<file path="src/fts_pkg.sv">
// constants, register map and fault tables of the fault trip latch
// assumes a 32-bit apb slave with byte addresses on 8 bits
package fts_pkg;
    // ========================================================
    // sizes
    localparam int NUM_CODES  = 75;
    localparam int NUM_GROUPS = 18;
    localparam int NUM_SINGLE = 20;
    localparam int NUM_SRC    = NUM_GROUPS + NUM_SINGLE;
    localparam int EARTH_GRP  = 17;
    localparam logic [2:0] SAFETY_OFF_CFG = 3'h7;

    // ========================================================
    // register byte offsets
    localparam logic [7:0] CTRL_OFS   = 8'h00;
    localparam logic [7:0] SEL_LO_OFS = 8'h04;
    localparam logic [7:0] SEL_HI_OFS = 8'h08;
    localparam logic [7:0] OUT_OFS    = 8'h0C;
    localparam logic [3:0] OP_BANK    = 4'h1;
    localparam logic [3:0] IND_BANK   = 4'h2;
    localparam logic [3:0] LIVE_BANK  = 4'h3;

    // ========================================================
    // field positions and reset values
    localparam int CTRL_OP_RST_BIT  = 0;
    localparam int CTRL_IND_RST_BIT = 1;
    localparam int CTRL_CFG_LSB     = 2;
    localparam logic [4:0]  CTRL_RST   = 5'h00;
    localparam logic [31:0] SEL_LO_RST = 32'h55555555;
    localparam logic [3:0]  SEL_HI_RST = 4'h5;

    // ========================================================
    // first fault code of each source: selectable groups, then singles
    localparam logic [6:0] SRC_CODE [NUM_SRC] = '{
        7'h04, 7'h07, 7'h0A, 7'h0E, 7'h15, 7'h18, 7'h1B, 7'h1E, 7'h22,
        7'h25, 7'h28, 7'h2B, 7'h2E, 7'h31, 7'h34, 7'h37, 7'h3A, 7'h3D,
        7'h01, 7'h02, 7'h03, 7'h0D, 7'h11, 7'h12, 7'h13, 7'h14, 7'h21,
        7'h41, 7'h42, 7'h43, 7'h44, 7'h45, 7'h46, 7'h47, 7'h48, 7'h49,
        7'h4A, 7'h4B};

    // effect bits {safety stop, soft stop 2, soft stop 1}
    localparam logic [2:0] EFF_NONE = 3'h0;
    localparam logic [2:0] EFF_S1   = 3'h1;
    localparam logic [2:0] EFF_S2   = 3'h2;
    localparam logic [2:0] EFF_BOTH = 3'h3;
    localparam logic [2:0] EFF_SO   = 3'h4;
endpackage : fts_pkg

</file>
<file path="src/fts_sync.sv">
// three-stage synchroniser with agreement filter for pin inputs
// assumes one clock; outputs move once stages two and three agree
`timescale 1ns/1ps
module fts_sync #(
    parameter int WIDTH = 1
) (
    input  wire logic             core_clk_i,
    input  wire logic             rst_n_i,
    input  wire logic [WIDTH-1:0] async_i,
    output logic      [WIDTH-1:0] sync_o
);
    logic [WIDTH-1:0] meta;
    logic [WIDTH-1:0] stage2;
    logic [WIDTH-1:0] stage3;

    // ========================================================
    // first stage feeds only the second
    always_ff @(posedge core_clk_i or negedge rst_n_i) begin
        if (!rst_n_i) begin
            meta   <= '0;
            stage2 <= '0;
            stage3 <= '0;
        end else begin
            meta   <= async_i;
            stage2 <= meta;
            stage3 <= stage2;
        end
    end

    // ========================================================
    // take a bit only when two and three agree, else hold
    always_ff @(posedge core_clk_i or negedge rst_n_i) begin
        if (!rst_n_i) begin
            sync_o <= '0;
        end else begin
            sync_o <= (stage2 & stage3) | (sync_o & (stage2 | stage3));
        end
    end
endmodule : fts_sync

</file>
<file path="src/fts_top.sv">
// fault trip latch: per-code operational and indication latches,
// relay and safety-stop outputs, apb register access
// assumes fault sources and reset inputs are asynchronous pins
//
// The register offsets and the APB interface to the registers were left to the implementer.
`timescale 1ns/1ps
module fts_top (
    input  wire logic                         core_clk_i,
    input  wire logic                         rst_n_i,
    input  wire logic                         psel_i,
    input  wire logic                         penable_i,
    input  wire logic                         pwrite_i,
    input  wire logic [7:0]                   paddr_i,
    input  wire logic [31:0]                  pwdata_i,
    output logic      [31:0]                  prdata_o,
    output logic                              pready_o,
    output logic                              pslverr_o,
    input  wire logic [fts_pkg::NUM_SRC-1:0]  fault_src_i,
    input  wire logic                         operational_reset_in_i,
    input  wire logic                         indication_reset_in_i,
    output logic                              fault_relay_o,
    output logic                              soft_stop1_open_o,
    output logic                              soft_stop2_open_o,
    output logic                              safety_stop_open_o,
    output logic                              fault_ind_o
);
    localparam int NC = fts_pkg::NUM_CODES;

    logic [fts_pkg::NUM_SRC+1:0] pins_sync;
    logic [fts_pkg::NUM_SRC-1:0] src;
    logic                        op_rst_pin;
    logic                        ind_rst_pin;
    logic [4:0]                  ctrl;
    logic [31:0]                 sel_lo;
    logic [3:0]                  sel_hi;
    logic                        op_param_d;
    logic                        ind_param_d;
    logic                        op_edge;
    logic                        ind_edge;
    logic                        op_clr;
    logic                        ind_clr;
    logic                        safety_off;
    logic [NC-1:0]               cond;
    logic [NC-1:0]               op_latch;
    logic [NC-1:0]               ind_latch;
    logic [NC-1:0]               live;
    logic [NC-1:0]               mask_s1;
    logic [NC-1:0]               mask_s2;
    logic [NC-1:0]               mask_so;
    logic                        wr_en;
    logic                        rd_en;
    logic [31:0]                 next_rdata;
    logic                        next_err;

    // ========================================================
    // helpers
    function automatic logic [1:0] group_sel(input logic [35:0] all, input int g);
        group_sel = all[2*g +: 2];
    endfunction : group_sel

    function automatic logic [31:0] bank_word(input logic [NC-1:0] v,
                                              input logic [1:0] idx);
        logic [95:0] pad;
        pad = {{(96-NC){1'b0}}, v};
        bank_word = pad[32*idx +: 32];
    endfunction : bank_word

    function automatic logic [2:0] early_effect(input logic [1:0] s);
        case (s)
            2'h1:    early_effect = fts_pkg::EFF_BOTH;
            2'h2:    early_effect = fts_pkg::EFF_S1;
            2'h3:    early_effect = fts_pkg::EFF_S2;
            default: early_effect = fts_pkg::EFF_NONE;
        endcase
    endfunction : early_effect

    // ========================================================
    // pin synchroniser for fault sources and reset inputs
    fts_sync #(
        .WIDTH (fts_pkg::NUM_SRC + 2)
    ) u_sync (
        .core_clk_i (core_clk_i),
        .rst_n_i    (rst_n_i),
        .async_i    ({indication_reset_in_i, operational_reset_in_i, fault_src_i}),
        .sync_o     (pins_sync)
    );

    assign src         = pins_sync[fts_pkg::NUM_SRC-1:0];
    assign op_rst_pin  = pins_sync[fts_pkg::NUM_SRC];
    assign ind_rst_pin = pins_sync[fts_pkg::NUM_SRC+1];
    assign safety_off  = (ctrl[fts_pkg::CTRL_CFG_LSB +: 3] == fts_pkg::SAFETY_OFF_CFG);

    // ========================================================
    // fault conditions per code, bit k is code k+1
    always_comb begin
        logic [1:0] s;
        logic [6:0] c;
        s    = 2'h0;
        c    = 7'h0;
        cond = '0;
        for (int g = 0; g < fts_pkg::NUM_GROUPS; g++) begin
            s = group_sel({sel_hi, sel_lo}, g);
            c = fts_pkg::SRC_CODE[g];
            if (s != 2'h0) begin
                cond[c + s - 2] = src[g];
            end
        end
        for (int i = fts_pkg::NUM_GROUPS; i < fts_pkg::NUM_SRC; i++) begin
            c = fts_pkg::SRC_CODE[i];
            cond[c - 1] = src[i];
        end
        if (safety_off) begin
            cond = '0;
        end
    end

    // ========================================================
    // output effect of each code, constant after folding
    always_comb begin
        logic [2:0] e;
        logic [6:0] c;
        e       = fts_pkg::EFF_NONE;
        c       = 7'h0;
        mask_s1 = '0;
        mask_s2 = '0;
        mask_so = '0;
        for (int g = 0; g < fts_pkg::NUM_GROUPS; g++) begin
            for (int s = 1; s < 4; s++) begin
                c = fts_pkg::SRC_CODE[g] + 7'(s - 1);
                if (g == fts_pkg::EARTH_GRP) begin
                    e = (s == 2) ? fts_pkg::EFF_BOTH :
                        (s == 3) ? fts_pkg::EFF_SO : fts_pkg::EFF_NONE;
                end else begin
                    e = early_effect(2'(s));
                end
                mask_s1[c-1] = e[0];
                mask_s2[c-1] = e[1];
                mask_so[c-1] = e[2];
            end
        end
        for (int i = fts_pkg::NUM_GROUPS; i < fts_pkg::NUM_SRC; i++) begin
            c = fts_pkg::SRC_CODE[i];
            // direct trips open safety stop, encoder class opens both
            if (c < 7'h41) begin
                mask_so[c-1] = 1'b1;
            end else begin
                mask_s1[c-1] = 1'b1;
                mask_s2[c-1] = 1'b1;
            end
        end
    end

    // ========================================================
    // reset parameter rise detection, one-cycle pulses
    always_ff @(posedge core_clk_i or negedge rst_n_i) begin
        if (!rst_n_i) begin
            op_param_d  <= 1'b0;
            ind_param_d <= 1'b0;
        end else begin
            op_param_d  <= ctrl[fts_pkg::CTRL_OP_RST_BIT];
            ind_param_d <= ctrl[fts_pkg::CTRL_IND_RST_BIT];
        end
    end

    assign op_edge  = ctrl[fts_pkg::CTRL_OP_RST_BIT] & ~op_param_d;
    assign ind_edge = ctrl[fts_pkg::CTRL_IND_RST_BIT] & ~ind_param_d;
    assign op_clr   = op_rst_pin | op_edge;
    assign ind_clr  = ind_rst_pin | ind_edge;

    // ========================================================
    // set-dominant latches; a held reset cannot mask an active fault
    always_ff @(posedge core_clk_i or negedge rst_n_i) begin
        if (!rst_n_i) begin
            op_latch  <= '0;
            ind_latch <= '0;
        end else begin
            op_latch  <= cond | (op_latch & {NC{~op_clr}});
            ind_latch <= cond | (ind_latch & {NC{~ind_clr}});
        end
    end

    // ========================================================
    // live present flags, not latched
    always_ff @(posedge core_clk_i or negedge rst_n_i) begin
        if (!rst_n_i) begin
            live <= '0;
        end else begin
            live <= cond;
        end
    end

    // ========================================================
    // outputs; only operational latches reach relays
    always_ff @(posedge core_clk_i or negedge rst_n_i) begin
        if (!rst_n_i) begin
            fault_relay_o      <= 1'b0;
            soft_stop1_open_o  <= 1'b0;
            soft_stop2_open_o  <= 1'b0;
            safety_stop_open_o <= 1'b0;
            fault_ind_o        <= 1'b0;
        end else begin
            fault_relay_o      <= |op_latch;
            soft_stop1_open_o  <= |(op_latch & mask_s1);
            soft_stop2_open_o  <= |(op_latch & mask_s2);
            safety_stop_open_o <= |(op_latch & mask_so) | safety_off;
            fault_ind_o        <= |ind_latch;
        end
    end

    // ========================================================
    // apb: one wait state, write takes effect with pready
    assign wr_en = psel_i & penable_i & pready_o & pwrite_i;
    assign rd_en = psel_i & penable_i & ~pready_o & ~pwrite_i;

    always_comb begin
        next_rdata = 32'h0;
        next_err   = 1'b0;
        case (paddr_i[7:4])
            4'h0: begin
                case (paddr_i[3:0])
                    fts_pkg::CTRL_OFS[3:0]:   next_rdata = {27'h0, ctrl};
                    fts_pkg::SEL_LO_OFS[3:0]: next_rdata = sel_lo;
                    fts_pkg::SEL_HI_OFS[3:0]: next_rdata = {28'h0, sel_hi};
                    fts_pkg::OUT_OFS[3:0]:    next_rdata = {27'h0, fault_ind_o,
                        safety_stop_open_o, soft_stop2_open_o, soft_stop1_open_o,
                        fault_relay_o};
                    default:                  next_err   = 1'b1;
                endcase
            end
            fts_pkg::OP_BANK:   next_rdata = bank_word(op_latch, paddr_i[3:2]);
            fts_pkg::IND_BANK:  next_rdata = bank_word(ind_latch, paddr_i[3:2]);
            fts_pkg::LIVE_BANK: next_rdata = bank_word(live, paddr_i[3:2]);
            default:            next_err   = 1'b1;
        endcase
        if (paddr_i[1:0] != 2'h0 || paddr_i[3:2] == 2'h3 && paddr_i[7:4] != 4'h0) begin
            next_err = 1'b1;
        end
    end

    // ready and response
    always_ff @(posedge core_clk_i or negedge rst_n_i) begin
        if (!rst_n_i) begin
            pready_o  <= 1'b0;
            pslverr_o <= 1'b0;
            prdata_o  <= 32'h0;
        end else begin
            pready_o  <= psel_i & penable_i & ~pready_o;
            pslverr_o <= psel_i & penable_i & ~pready_o & next_err;
            if (rd_en) begin
                prdata_o <= next_err ? 32'h0 : next_rdata;
            end
        end
    end

    // writable registers; status banks are read only
    always_ff @(posedge core_clk_i or negedge rst_n_i) begin
        if (!rst_n_i) begin
            ctrl   <= fts_pkg::CTRL_RST;
            sel_lo <= fts_pkg::SEL_LO_RST;
            sel_hi <= fts_pkg::SEL_HI_RST;
        end else if (wr_en) begin
            case (paddr_i)
                fts_pkg::CTRL_OFS:   ctrl   <= pwdata_i[4:0];
                fts_pkg::SEL_LO_OFS: sel_lo <= pwdata_i;
                fts_pkg::SEL_HI_OFS: sel_hi <= pwdata_i[3:0];
                default: ;
            endcase
        end
    end

    // ========================================================
    // assertions
    a_op_set_dom: assert property (@(posedge core_clk_i) disable iff (!rst_n_i)
        cond != '0 |=> (op_latch & $past(cond)) == $past(cond))
        else $error("operational latch lost an active fault");

    a_ind_set_same: assert property (@(posedge core_clk_i) disable iff (!rst_n_i)
        ##1 (ind_latch & $past(cond)) == $past(cond))
        else $error("indication latch not set with its fault");

    a_relay_any_op: assert property (@(posedge core_clk_i) disable iff (!rst_n_i)
        op_latch != '0 |=> fault_relay_o)
        else $error("fault relay missing while a latch is set");

    a_ind_no_relay: assert property (@(posedge core_clk_i) disable iff (!rst_n_i)
        op_latch == '0 && !safety_off |=> !soft_stop1_open_o && !soft_stop2_open_o
        && !safety_stop_open_o && !fault_relay_o)
        else $error("output moved without operational latch");

    a_op_clear: assert property (@(posedge core_clk_i) disable iff (!rst_n_i)
        op_clr && cond == '0 |=> op_latch == '0)
        else $error("operational latches not cleared");

    a_ind_clear: assert property (@(posedge core_clk_i) disable iff (!rst_n_i)
        ind_clr && cond == '0 |=> ind_latch == '0)
        else $error("indication latches not cleared");

    a_ind_keep: assert property (@(posedge core_clk_i) disable iff (!rst_n_i)
        op_clr && !ind_clr |=> (ind_latch & $past(ind_latch)) == $past(ind_latch))
        else $error("indication lost on operational reset");

    a_live_flag: assert property (@(posedge core_clk_i) disable iff (!rst_n_i)
        ##1 live == $past(cond))
        else $error("live flags differ from conditions");

    a_early_sel2: assert property (@(posedge core_clk_i) disable iff (!rst_n_i)
        src[16] && sel_hi[1:0] == 2'h2 && !safety_off |=> op_latch[58] ##1
        soft_stop1_open_o)
        else $error("early stage selection two failed");

    a_earth_so: assert property (@(posedge core_clk_i) disable iff (!rst_n_i)
        src[17] && sel_hi[3:2] == 2'h3 && !safety_off |=> op_latch[62] ##1
        safety_stop_open_o)
        else $error("earth fault selection three failed");

    a_encoder_trip: assert property (@(posedge core_clk_i) disable iff (!rst_n_i)
        src[27] && !safety_off |-> ##2 soft_stop1_open_o && soft_stop2_open_o)
        else $error("encoder fault did not open soft stops");

    a_board_trip: assert property (@(posedge core_clk_i) disable iff (!rst_n_i)
        src[33] && !safety_off |=> op_latch[70])
        else $error("board fault not latched");

    a_pos_trip: assert property (@(posedge core_clk_i) disable iff (!rst_n_i)
        src[35] && !safety_off |=> op_latch[72] ##1 soft_stop2_open_o)
        else $error("position error not tripped");

    a_start_trip: assert property (@(posedge core_clk_i) disable iff (!rst_n_i)
        src[37] && !safety_off |=> op_latch[74] && ind_latch[74])
        else $error("start sequence fault not latched");

    a_safety_off: assert property (@(posedge core_clk_i) disable iff (!rst_n_i)
        safety_off |-> cond == '0 ##1 safety_stop_open_o)
        else $error("configuration seven not honoured");

    a_edge_pulse: assert property (@(posedge core_clk_i) disable iff (!rst_n_i)
        op_edge |=> !op_edge)
        else $error("parameter edge wider than one cycle");

    c_op_trip: cover property (@(posedge core_clk_i) disable iff (!rst_n_i)
        fault_relay_o ##1 op_clr ##1 !fault_relay_o);
    c_ind_hold: cover property (@(posedge core_clk_i) disable iff (!rst_n_i)
        op_clr && !ind_clr && ind_latch != '0);
    c_earth_none: cover property (@(posedge core_clk_i) disable iff (!rst_n_i)
        op_latch[60] && !soft_stop1_open_o);
endmodule : fts_top
</file>
<file path="config.mk">
export PLATFORM = sky130hd
export DESIGN_NAME = fts_top
export DESIGN_NICKNAME = d
export VERILOG_FILES = /design/src/fts_pkg.sv /design/src/fts_sync.sv /design/src/fts_top.sv
export SDC_FILE = /design/constraint.sdc
export NUM_CORES = 1
export LEC_CHECK = 0
export BUFFER_PORTS_ARGS = -buffer_cell sky130_fd_sc_hd__buf_2
export CORE_MARGIN = 10
export CORE_UTILIZATION = 50
export CTS_BUF_LIST = sky130_fd_sc_hd__clkbuf_2
export DETAILED_ROUTE_END_ITERATION = 8
export PLACE_DENSITY_LB_ADDON = 0.2
export SYNTH_ARGS = -nofsm -noshare
export SYNTH_HDL_FRONTEND = slang
export SYNTH_SLANG_ARGS = --single-unit
</file>
<file path="constraint.sdc">
create_clock -name core_clk_i -period 5.4 [get_ports core_clk_i]
set_clock_uncertainty 0.2 [all_clocks]
set_input_delay 0.54 -clock core_clk_i [delete_from_list [all_inputs] [get_ports core_clk_i]]
set_output_delay 0.54 -clock core_clk_i [all_outputs]
set_load 0.01 [all_outputs]
</file>
After elaboration in Yosys (flattened, before gate mapping). Index checks and enable logic that the tools add are counted.

Input port bits: 85. Word-level logic and storage cells: 262. Flip-flop bits (word level): 467. Output and inout bits: 39.

Reductions and logical operators: 53. Shift-type cells: 3. Mux-type cells: 78. Bitwise operators: 26. $lt $le $gt $ge: 36. Add/sub/neg operators: 36. Eq/ne operators: 10.

Operators with widths (number): $mux W75 (18); $bwmux W75 (17); $ge A32 B1 Y1 const B (18); $lt A32 B8 Y1 const B (18); $shiftx A96 B8 Y32 (3); $pmux W32 S4 (2); $and A75 B75 Y75 (3); $or A75 B75 Y75 (2); $reduce_or A75 Y1 (2); $demux W1 S7 (18); $reduce_or A46 Y1 (2); $and A40 B40 Y40 (2); $or A40 B40 Y40 (2); $sub A7 B2 Y8 const B (10); $add A6 B2 Y7 const A (10); $mux W64 (1); $reduce_bool A2 Y1 (19); $mux W32 (1); $sub A6 B2 Y7 const B (4); $add A5 B2 Y6 const A (4); $mux W1 (20); $logic_and A1 B1 Y1 (19); $sub A5 B2 Y6 const B (2); $add A4 B2 Y5 const A (2); 22 further kinds (43).

Logic depth before layout (Yosys ltp). Gate-level depths: netlist of run 1.

Depth after elaboration: 44. Depth in mapped cells: 7. Mapped depth without buffers: 7.

Modules after synthesis. A second synthesis of run 1 with hierarchy kept.

Cells, all modules: 1448. Area total of the unflattened synthesis: 18796.8 um^2.

By module, submodules not included: fts_top (cells each 1248, sequential area each 7704.9 um^2, area an instance 14342.5 um^2, instances 1); fts_sync (cells each 200, sequential area each 4003.8 um^2, area an instance 4454.3 um^2, instances 1).

Least setup slack after synthesis of run 1. No wires, ideal clock.

Path kind: input -> register. Start: in paddr_i[7]. End: reg sel_lo[11]. Path slack: 2.952 ns. Path buffers: 1. Stages on the path: 5. Data arrival time: 2.123 ns. Data required time: 5.075 ns. Setup time: 0.125 ns. Path through: or4_4 -> nand2b_4 -> nor3_4 -> buf_4 -> mux2_2.

Longest elaborated chain between the ends: 2.

RTL lines: start: declaration (line fts_top.sv:13) `input wire logic [7:0] paddr_i,`; $eq A8 B3 Y1 (line fts_top.sv:262) `case (paddr_i)`; $reduce_and A2 Y1 (no line); end signal: assignment (line fts_top.sv:259) `sel_lo <= fts_pkg::SEL_LO_RST;`; end signal: assignment (line fts_top.sv:264) `fts_pkg::SEL_LO_OFS: sel_lo <= pwdata_i;`; end: declaration (line fts_top.sv:34) `logic [31:0] sel_lo;`.

Every way passes these cells. A chain may end at the register's enable or synchronous reset.

Worst setup path after layout of run 1.
Start: in paddr_i[7]. End: reg prdata_o[28].

Longest elaborated chain between the ends: 5. Elaborated cells between the ends (all ways): 12. Those cells by class: 3 x eq/ne; 4 x mux; 5 x reduce/logical.

RTL lines: $eq A4 B2 Y1, or another cell as far along (line fts_top.sv:218) `case (paddr_i[7:4])`; $reduce_or A3 Y1 (no line) / $logic_and A1 B1 Y1 (equally long branches); $pmux W1 S2 / $logic_or A1 B1 Y1 (equally long branches) (line fts_top.sv:218, fts_top.sv:235); $mux W1 (line fts_top.sv:235) `if (paddr_i[1:0] != 2'h0 || paddr_i[3:2] == 2'h3 && paddr_i[7:4] != 4'h0) begin`; $mux W32 (*) (line fts_top.sv:250) `prdata_o <= next_err ? 32'h0 : next_rdata;`; end signal: assignment (line fts_top.sv:250); end: declaration (line fts_top.sv:15) `output logic [31:0] prdata_o,`.

Every way passes the cells marked *; elsewhere a longest branch is shown, timed or not.

==> run metrics, run 1 <==
Detailed Place HPWL 35300 µm; Worst Setup End Kind flop; Crit path arrival time 4.48 ns; layout cells sized above 1 0.212; Yosys cell types 50; Final setup violation count 0; top cell family by delay on the critical path buffers and inverters; gpl congestion 0.951; Post-synth EDFFs 0; min Tclk post-route between 3 and 4 ns; Critical-path top delay cell and2_1; global-route wire length before repair 82800 µm; Startpoint Class input port; Primary FF master, synth dfrtp_1; CTS H-tree lvls 3; WP data required 6.16 ns; number of global-route vias before repair 14096; max cap viols 0; hold slack 0.0950 ns; outcome completed; post-synthesis sequential area ratio 0.632; most numerous cell in the Yosys netlist dfrtp_1; nets 1966; internal power 4.94 mW; die span in x 213 µm; clock network power share 0.364; DRC errors left 0; Buffers & Inverters on Critical Path 4; Synth top area share 0.606; postcts setup bufs 0; Initial Util 0.506; cell taking the most area after synthesis dfrtp_1; First-pass DRT Iterations 7; YS warnings 0; Root Driver clkbuf_2; worst-path cell chain dlygate4sd3_1 -> buf_2 -> or4_4 -> dlygate4sd3_1 -> a31oi_1 -> and2_1 -> o21ai_0 -> o21ai_0 -> dlygate4sd3_1; site row count 70; slew at the pin closest to its max-slew limit 1.25 ns; Reg clk slew, reported paths approximately 0.090 ns; Worst path most repeated cell dlygate4sd3_1; ANT nets after route 0; maximum clock frequency 269 MHz; VDD IR-drop max 0.156 mV; area of the multi-input gates 0.00646 mm²; P_sw 1.89 mW; worst skew pair latency about 1.1 ns; Fill cells 3065; remaining global-route overflow 0; Num CTS Buffers 119; register area approximately 0.012 mm²; fin. max-slew vios 0; #FFs+latches synth 467; number of vias per cell ~5.7; Async SR Flop Fraction 1.00; Crit Path Max Fanout 21; Area contributors post-synth dfrtp_1, a21o_1, mux2i_1; # resized after CTS 0; antenna violations before repair 3; Core Region roughly 0.037 mm²; IO buf count 123; Post-Syn Area around 0.019 mm²; Synth Net Count 1633; largest net degree at the start of global routing 141; Post-Syn Instances 1515; Synth-to-Final Area Change 20.3%; drt initial violations 1231; I/O pins about 120; CTS Buffer Depth 3; DIE AREA around 0.045 mm²; kind of critical path in2reg; Slew headroom 0.167; routed vias 13815; Crit path largest cell delay between 0.7 and 0.8 ns; CTS tree yes; GRT Resource Usage Total 0.240; Avg Inst Size Synth 12.2 µm²; utilization after layout 0.609; Tcrit/Tclk final 0.688; sequential share of power 0.555; Logic pwr share 0.081; WL per Instance 22.0 µm; Sink Count 467; RSZ-0062 raised after global routing false; total wire length 53300 µm; Final Hold Violating Endpoints 0; Die Height approximately 210 µm; Fin Setup TNS 0 ns; sw frac 0.277; worst hold path type in2reg; Lkg Pwr 11.5 nW; pwr dens slightly above 300 mW/mm²; top cells by count, synth dfrtp_1, a21o_1, nor2_1
[layout by cell type (no fill, tap or decap), types with 33 or more instances in the layout]
| master | netlist | routed |
|---|---|---|
| a21oi_1 | 63 | 61 |
| dlygate4sd3_1 | 0 | 147 |
| and3_1 | 35 | 35 |
| dfrtp_1 | 449 | 449 |
| nand2_1 | 85 | 85 |
| a21o_1 | 140 | 140 |
| buf_2 | 9 | 121 |
| nand3_1 | 40 | 40 |
| mux2_2 | 33 | 33 |
| nor2_1 | 106 | 106 |
| clkbuf_2 | 0 | 195 |
| o21ai_0 | 69 | 69 |
| ha_1 | 33 | 33 |
| maj3_1 | 40 | 40 |
| mux2i_1 | 77 | 77 |
[layer usage]
layer / part of all wire / GRT usage
met2: 0.47 / 0.377
met1: 0.41 / 0.311
met3: 0.077 / 0.0567
met4: 0.039 / 0.111
met5: 0.00032 / 0
[final timing paths]
kind | startpoint | end | slack (ns) | depth (start not counted)
worst min register to register | u_sync.stage2[10] | u_sync.stage3[10] | 0.12 | 0
worst min-delay path | pwdata_i[6] | sel_lo[6] | 0.1 | 3
worst max-delay path | paddr_i[7] | prdata_o[28] | 1.69 | 9
min in group asynchronous | rst_n_i | sel_lo[22] | 0.46 | 3
max in group asynchronous | rst_n_i | live[37] | 3.73 | 4
worst max register to register | pready_o | prdata_o[28] | 2.47 | 6
[tightest hold or removal path: stages]
cell and delay, ns:
dlygate4sd3_1 0.51, buf_2 0.11, mux2_2 0.14
[kinds of logic (layout without fill, tap and decap cells)]
group / Yosys count / in the layout / synth area share
mux: 115 / 115 / 0.0677
other cells: 0 / 3 / 0
simple gates: 436 / 436 / 0.124
flops: 467 / 467 / 0.632
compound gates: 322 / 322 / 0.111
fa+ha+maj: 73 / 73 / 0.0439
buf+inv: 102 / 536 / 0.0217
[through the flow]
stage,instance area [µm²],worst slack (ns),power [mW],std cells
5_1_grt,22300,1.56,7.19,2420
2_1_floorplan,18500,2.95,4.06,1515
3_3_place_gp,19700,2.41,4.31,2047
3_5_place_dp,19700,2.36,4.33,2047
6_report,22300,1.69,6.83,2420
4_1_cts,22300,1.84,6.91,2417
[power groups by stage]
stage | registers [mW] | clock network [mW] | logic, mW
after floorplan | 3.80 | 0 | 0.265
after global placement | 3.85 | 0 | 0.457
after detailed placement | 3.86 | 0 | 0.468
after CTS | 3.79 | 2.56 | 0.554
after global routing | 3.81 | 2.77 | 0.605
final | 3.79 | 2.49 | 0.552
[cell type report]
class | count | share of cell area
repair buffers | 290 | 0.103
flip-flops and latches | 467 | 0.525
multi-input cells | 946 | 0.290
clock inverters | 27 | 0.00752
inverters | 24 | 0.00404
clock buffers | 195 | 0.0438
diodes | 3 | 0.000337
well taps | 468 | 0.0263
[state kept, by name, summed over array words and instances, names as in the netlist, 4 cells and up]
| signal | flops |
|---|---|
| ctrl | 5 |
| ind_latch | 75 |
| live | 75 |
| op_latch | 75 |
| prdata_o | 32 |
| sel_hi | 4 |
| sel_lo | 32 |
| u_sync.meta | 40 |
| u_sync.stage2 | 40 |
| u_sync.stage3 | 40 |
| u_sync.sync_o | 40 |
[repair_timing]
action	4_1_cts	5_1_grt
hold buffers	148	0
endpoints found under the setup margin	0	0
hold endpoints to repair	307	0
(Power assumes the default switching activity.)
==> run 2: changes to the inputs <==
--- a/config.mk
+++ b/config.mk
@@ -5,6 +5,7 @@
 export SDC_FILE = /design/constraint.sdc
 export NUM_CORES = 1
 export LEC_CHECK = 0
+export ABC_AREA = 1
 export BUFFER_PORTS_ARGS = -buffer_cell sky130_fd_sc_hd__buf_2
 export CORE_MARGIN = 10
 export CORE_UTILIZATION = 50
==> constraint.sdc (replaced) <==
create_clock -name core_clk_i -period 3.07 [get_ports core_clk_i]
set_clock_uncertainty 0.2 [all_clocks]
set_input_delay 0.307 -clock core_clk_i [delete_from_list [all_inputs] [get_ports core_clk_i]]
set_output_delay 0.307 -clock core_clk_i [all_outputs]
set_load 0.01 [all_outputs]
==> run metrics, run 2 <==
First-pass DRT Iterations 6; internal power 8.71 mW; WP data required 3.85 ns; CTS Buffer Depth 3; number of vias per cell 5.31; Yosys cell types 35; kind of critical path in2reg; Crit path arrival time 3.63 ns; Final Hold Violating Endpoints 0; Adder-Cell Fraction of Synth Area 0.0420; site row count between 70 and 80; global-route wire length before repair 104000 µm; drt initial violations about 1700; #FFs+latches synth 467; RSZ-0062 raised after global routing false; DRC errors left 0; worst hold path type reg2reg; IO buf count 123; Logic pwr share 0.104; CTS H-tree lvls 3; WL per Instance 21.6 µm; clock network power share 0.354; antenna violations before repair 3; Synth-to-Final Area Change 22.5%; Synth Net Count 2231; maximum clock frequency 351 MHz; post-synthesis mux area share 0; Primary FF master, synth dfrtp_1; Synth top area share 0.580; compound-gate portion of the synthesized area 0.0926; hold depth 0; CTS tree yes; commonest non-fill, non-tap cells in the layout nand2_1, dfrtp_1, inv_1; I/O pins 124; nets 2622; fin. max-slew vios 0; total wire length 67400 µm; cell taking the most area after synthesis dfrtp_1; Final setup violation count 0; post-synthesis sequential area ratio 0.604; Critical R2R Launch sel_lo[30]; pre-CTS setup slack 0.529 ns; DIE AREA approximately 0.047 mm²; Root Driver clkbuf_2; postcts setup bufs 0; Lkg Pwr about 12 nW; die span in x between 200 and 250 µm; number of global-route vias before repair 16865; Core Region 0.0385 mm²; Tcrit/Tclk final 0.927; Crit Path Max Fanout 27; largest net degree at the start of global routing 73; final worst slack 0.223 ns; hold_sp u_sync.meta[8]; remaining global-route overflow 0; Post-Synth Simple-Gate Area 0.178; gpl congestion 0.996; top cells by count, synth nand2_1, dfrtp_1, inv_1; routed vias 16542; cell depth of the worst flop-to-flop path 9; Async SR Flop Fraction 1.00; Post-Syn Area just under 0.02 mm²; commonest non-fill, non-tap cell in the layout nand2_1; CP Launch Point paddr_i[6]; ANT nets after route 0; Sink Count 467; Startpoint Class input port; Initial Util 0.504; worst skew pair latency 1.13 ns; Post-Syn Instances 2113; pwr dens 518 mW/mm²; Reg clk slew, reported paths 0.10 ns; most numerous cell in the Yosys netlist nand2_1; xor/xnor cell area share of the yosys netlist 0; largest family of logic cells by synthesized area simple AND/OR/NAND/NOR gates; Worst Setup End Kind flop; min Tclk post-route 2.85 ns; Num CTS Buffers 115; Detailed Place HPWL between 40000 and 50000 µm; Area contributors post-synth dfrtp_1, nand2_1, o21ai_0; layout cells sized above 1 0.161; outcome completed; Slew headroom 0.389; Die Height roughly 220 µm; Fin Setup TNS 0 ns; slew at the pin closest to its max-slew limit 0.909 ns; P_sw around 3.6 mW; sw frac 0.292; VDD IR-drop max 0.317 mV; max cap viols 0; YS warnings 0; sequential share of power 0.542; Post-synth EDFFs 0; Avg Inst Size Synth 9.17 µm²; largest registers ind_latch: 75 flops, live: 75 flops, op_latch: 75 flops; GRT Resource Usage Total 0.291
[run 2: cell types whose count changed after synthesis, moves of 16 or more]
cell / delta
and3_1: -35
nor2_1: +22
nor2b_1: -16
nand3_1: +69
inv_1: +300
buf_2: +16
mux2_2: -33
nand2_1: +407
mux2i_1: -77
o22ai_1: -18
and2_1: -22
o21ai_0: +185
a21o_1: -139
[run 2: worst max-delay path, cell delays in order]
cell and delay [ns]:
dlygate4sd3_1 0.53, buf_2 0.13, nor2_4 0.10, dlygate4sd3_1 0.81, nand2_1 0.19, nor3_4 0.19, dlygate4sd3_1 0.58, buf_4 0.37
nand2_1 0.10, o21ai_0 0.14, nand2_1 0.08, nand2_1 0.07
[run 2: power groups by stage]
| stage | clock network (mW) | logic (mW) | registers, mW |
|---|---|---|---|
| 6_report | 4.36 | 1.27 | 6.67 |
| 5_1_grt | 4.79 | 1.40 | 6.70 |
| 4_1_cts | 4.43 | 1.26 | 6.66 |
| 3_5_place_dp | 0 | 1.09 | 6.78 |
| 3_3_place_gp | 0 | 1.08 | 6.78 |
| 2_1_floorplan | 0 | 0.543 | 6.70 |
[run 2: final timing paths]
path	slack (ns)	to
worst max-delay path	0.22	prdata_o[15]
worst min-delay path	0.14	u_sync.stage2[8]
worst max register to register	0.45	op_latch[63]
worst min register to register	0.14	u_sync.stage2[8]
max in group asynchronous	1.95	ind_latch[61]
min in group asynchronous	0.28	op_latch[69]
[run 2: cell families (layout without fill, tap and decap cells)]
| kind of cell | count (synthesis) | after routing |
|---|---|---|
| compound gates | 347 | 347 |
| fa+ha+maj | 73 | 73 |
| buf+inv | 409 | 894 |
| flops | 467 | 467 |
| other cells | 0 | 2 |
| simple gates | 817 | 817 |
[run 2: area by class of cell]
| cell class | count | area [µm²] |
|---|---|---|
| Fill cell | 3462 | 14700 |
| Sequential cell | 467 | 11700 |
| Multi-Input combinational cell | 1237 | 6090 |
| Timing Repair Buffer | 356 | 2970 |
| Inverter | 327 | 1230 |
| Clock buffer | 192 | 961 |
| Tap cell | 518 | 648 |
| Clock inverter | 19 | 133 |
| Antenna cell | 2 | 5.00 |
[run 2: what timing repair did]
action	in CTS	in global routing
endpoints found under the hold margin	582	0
hold buffers	180	0
endpoints found under the setup margin	0	0
resized for setup	0	0
[run 2: routing by layer]
metal  vias to the layer above  GRT usage  wire length, µm
met5                         -          0               17
met4                         2      0.101             2110
met3                       131     0.0712             5840
met2                       705      0.438            30000
met1                      8131      0.404            29400
li1                       7573          -                -
[run 2: per-stage QoR]
| stage | hold WS [ns] | instance area [µm²] | cells | util | power [mW] |
|---|---|---|---|---|---|
| finish | 0.137 | 23700 | 3118 | 0.617 | 12.3 |
| global placement | 0.132 | 20800 | 2725 | 0.541 | 7.86 |
| detailed placement | 0.136 | 20800 | 2725 | 0.541 | 7.87 |
| CTS | 0.0938 | 23700 | 3116 | 0.617 | 12.4 |
| global route | 0.132 | 23700 | 3117 | 0.617 | 12.9 |
| floorplan | -0.189 | 19400 | 2113 | - | 7.24 |
==> run 3: changes to the inputs <==
--- a/config.mk
+++ b/config.mk
@@ -5,13 +5,14 @@
 export SDC_FILE = /design/constraint.sdc
 export NUM_CORES = 1
 export LEC_CHECK = 0
-export ABC_AREA = 1
 export BUFFER_PORTS_ARGS = -buffer_cell sky130_fd_sc_hd__buf_2
 export CORE_MARGIN = 10
 export CORE_UTILIZATION = 50
 export CTS_BUF_LIST = sky130_fd_sc_hd__clkbuf_2
 export DETAILED_ROUTE_END_ITERATION = 8
+export HOLD_SLACK_MARGIN = 0.06
 export PLACE_DENSITY_LB_ADDON = 0.2
 export SYNTH_ARGS = -nofsm -noshare
 export SYNTH_HDL_FRONTEND = slang
 export SYNTH_SLANG_ARGS = --single-unit
+export TNS_END_PERCENT = 100
==> run metrics, run 3 (synthesis gave the netlist of run 1 again) <==
outcome completed; pwr dens 510 mW/mm²; Crit path arrival time ~3.8 ns; clock network power share 0.346; CP Launch Point pready_o; R2R Path End sel_lo[23]; Setup crit end sel_lo[23]; remaining global-route overflow 0; Final setup violation count 0; site row count 70; kind of critical path reg2reg; gpl congestion 0.909; Root Driver clkbuf_2; max cap viols 0; IO buf count 123; First-pass DRT Iterations 5; Finished Cell Area between 0.02 and 0.025 mm²; Tcrit/Tclk final 0.968; drt initial violations 1132; Slew headroom 0.371; layout cells sized above 1 0.205; die span in x 213 µm; ANT nets after route 0; number of vias per cell about 5.6; worst skew pair latency 1.11 ns; largest registers ind_latch: 75 flops, live: 75 flops, op_latch: 75 flops; slew at the pin closest to its max-slew limit 0.941 ns; commonest non-fill, non-tap cells in the layout dfrtp_1, dlygate4sd3_1, clkbuf_2; WP data required 3.89 ns; maximum clock frequency 337 MHz; Num CTS Buffers 118; WL per Instance 21.7 µm; nets about 2000; Final Hold Violating Endpoints 0; cell depth of the worst flop-to-flop path 7; worst hold path type reg2reg; Worst Setup End Kind flop; Core Region about 0.037 mm²; postcts setup bufs 0; internal power 8.44 mW; Detailed Place HPWL around 36000 µm; Logic pwr share 0.088; largest net degree at the start of global routing 76; register area 0.0117 mm²; Critical R2R Launch pready_o; antenna violations before repair 2; commonest non-fill, non-tap cell in the layout dfrtp_1; Lkg Pwr 11.8 nW; number of global-route vias before repair 14444; P_sw around 3.3 mW; Synth-to-Final Area Change 24.5%; min Tclk post-route 2.97 ns; total wire length 54100 µm; Fill cells about 3000; Initial Util 0.506; DRC errors left 0; Die Height 213 µm; Sink Count 467; CTS Buffer Depth 3; fin. max-slew vios 0; placed inst area around 0.02 mm²; GRT Resource Usage Total 0.245; DIE AREA 0.0452 mm²; sw frac 0.282; I/O pins 124; global-route wire length before repair 84100 µm; VDD IR-drop max around 0.24 mV; CTS H-tree lvls 3; sequential share of power 0.567; Startpoint Class flop; Crit Path Max Fanout 38; area of the multi-input gates 0.00646 mm²; Reg2Reg Setup Slack 0.1 ns; routed vias 14009; RSZ-0062 raised after global routing false; Reg clk slew, reported paths 0.09 ns; Fin Setup TNS 0 ns; CTS tree yes
[run 3: cell types whose count changed in the layout (fill, tap and decap cells not counted), sizes merged, moves of 31 or more]
cell         previous run  this run
nand2                 495        85
inv                   330        26
o21ai                 262        74
a21o                    1       140
mux2i                   0        77
nand3                 110        40
and3                    0        35
mux2                    0        33
dlygate4sd3           179       210
[run 3: worst min-delay path by stage]
stage          slack [ns]                 to            start  cells past startpoint
6_report             0.13  u_sync.stage2[16]  u_sync.meta[16]                      0
5_1_grt              0.09    u_sync.meta[30]  fault_src_i[30]                      3
4_1_cts              0.07       prdata_o[29]       paddr_i[4]                      4
3_5_place_dp         0.13  u_sync.stage2[36]  u_sync.meta[36]                      0
3_3_place_gp         0.13   u_sync.stage2[3]   u_sync.meta[3]                      0
2_1_floorplan       -0.19            ctrl[0]          rst_n_i                      0
[run 3: cell type report]
| class | instances | area share |
|---|---|---|
| inverter | 24 | 0.00390 |
| multi-input combinational | 946 | 0.280 |
| clock inverter | 38 | 0.00786 |
| timing repair buffer | 371 | 0.137 |
| tap | 468 | 0.0254 |
| sequential | 467 | 0.507 |
| antenna | 3 | 0.000325 |
| clock buffer | 174 | 0.0377 |
[run 3: through the flow]
stage	hold slack (ns)	utilization	std cells	power (mW)	setup WS, ns
2_1_floorplan	-0.189	-	1515	7.14	0.855
3_3_place_gp	0.132	0.543	2065	7.62	0.551
3_5_place_dp	0.135	0.543	2065	7.64	0.505
4_1_cts	0.0696	0.630	2488	11.9	0.195
5_1_grt	0.0934	0.630	2491	12.4	0.00757
6_report	0.129	0.630	2491	11.8	0.0993
[run 3: repair_timing]
item,in CTS,in global routing
hold buffers,211,0
endpoints found under the setup margin,0,0
gates resized for setup,0,0
hold endpoints to repair,582,0
[run 3: power groups by stage]
stage                     combinational, mW  sequential, mW  clock [mW]
after global routing                   1.13            6.70        4.54
after CTS                              1.03            6.66        4.19
after detailed placement              0.856            6.78           0
after floorplan                       0.466            6.68           0
final                                  1.03            6.67        4.07
after global placement                0.842            6.77           0
[run 3: per-layer routing]
metal,share of wire,track usage
met5,0,0
met4,0.047,0.128
met3,0.074,0.0643
met2,0.47,0.377
met1,0.41,0.313
[run 3: critical path, stage by stage, from the launching register on]
cell	delay, ns
dfrtp_1	0.44
nand4_1	0.35
nor3_4	0.30
buf_12	0.26
nand2_1	0.10
dlygate4sd3_1	0.57
o21ai_0	0.08
dlygate4sd3_1	0.59
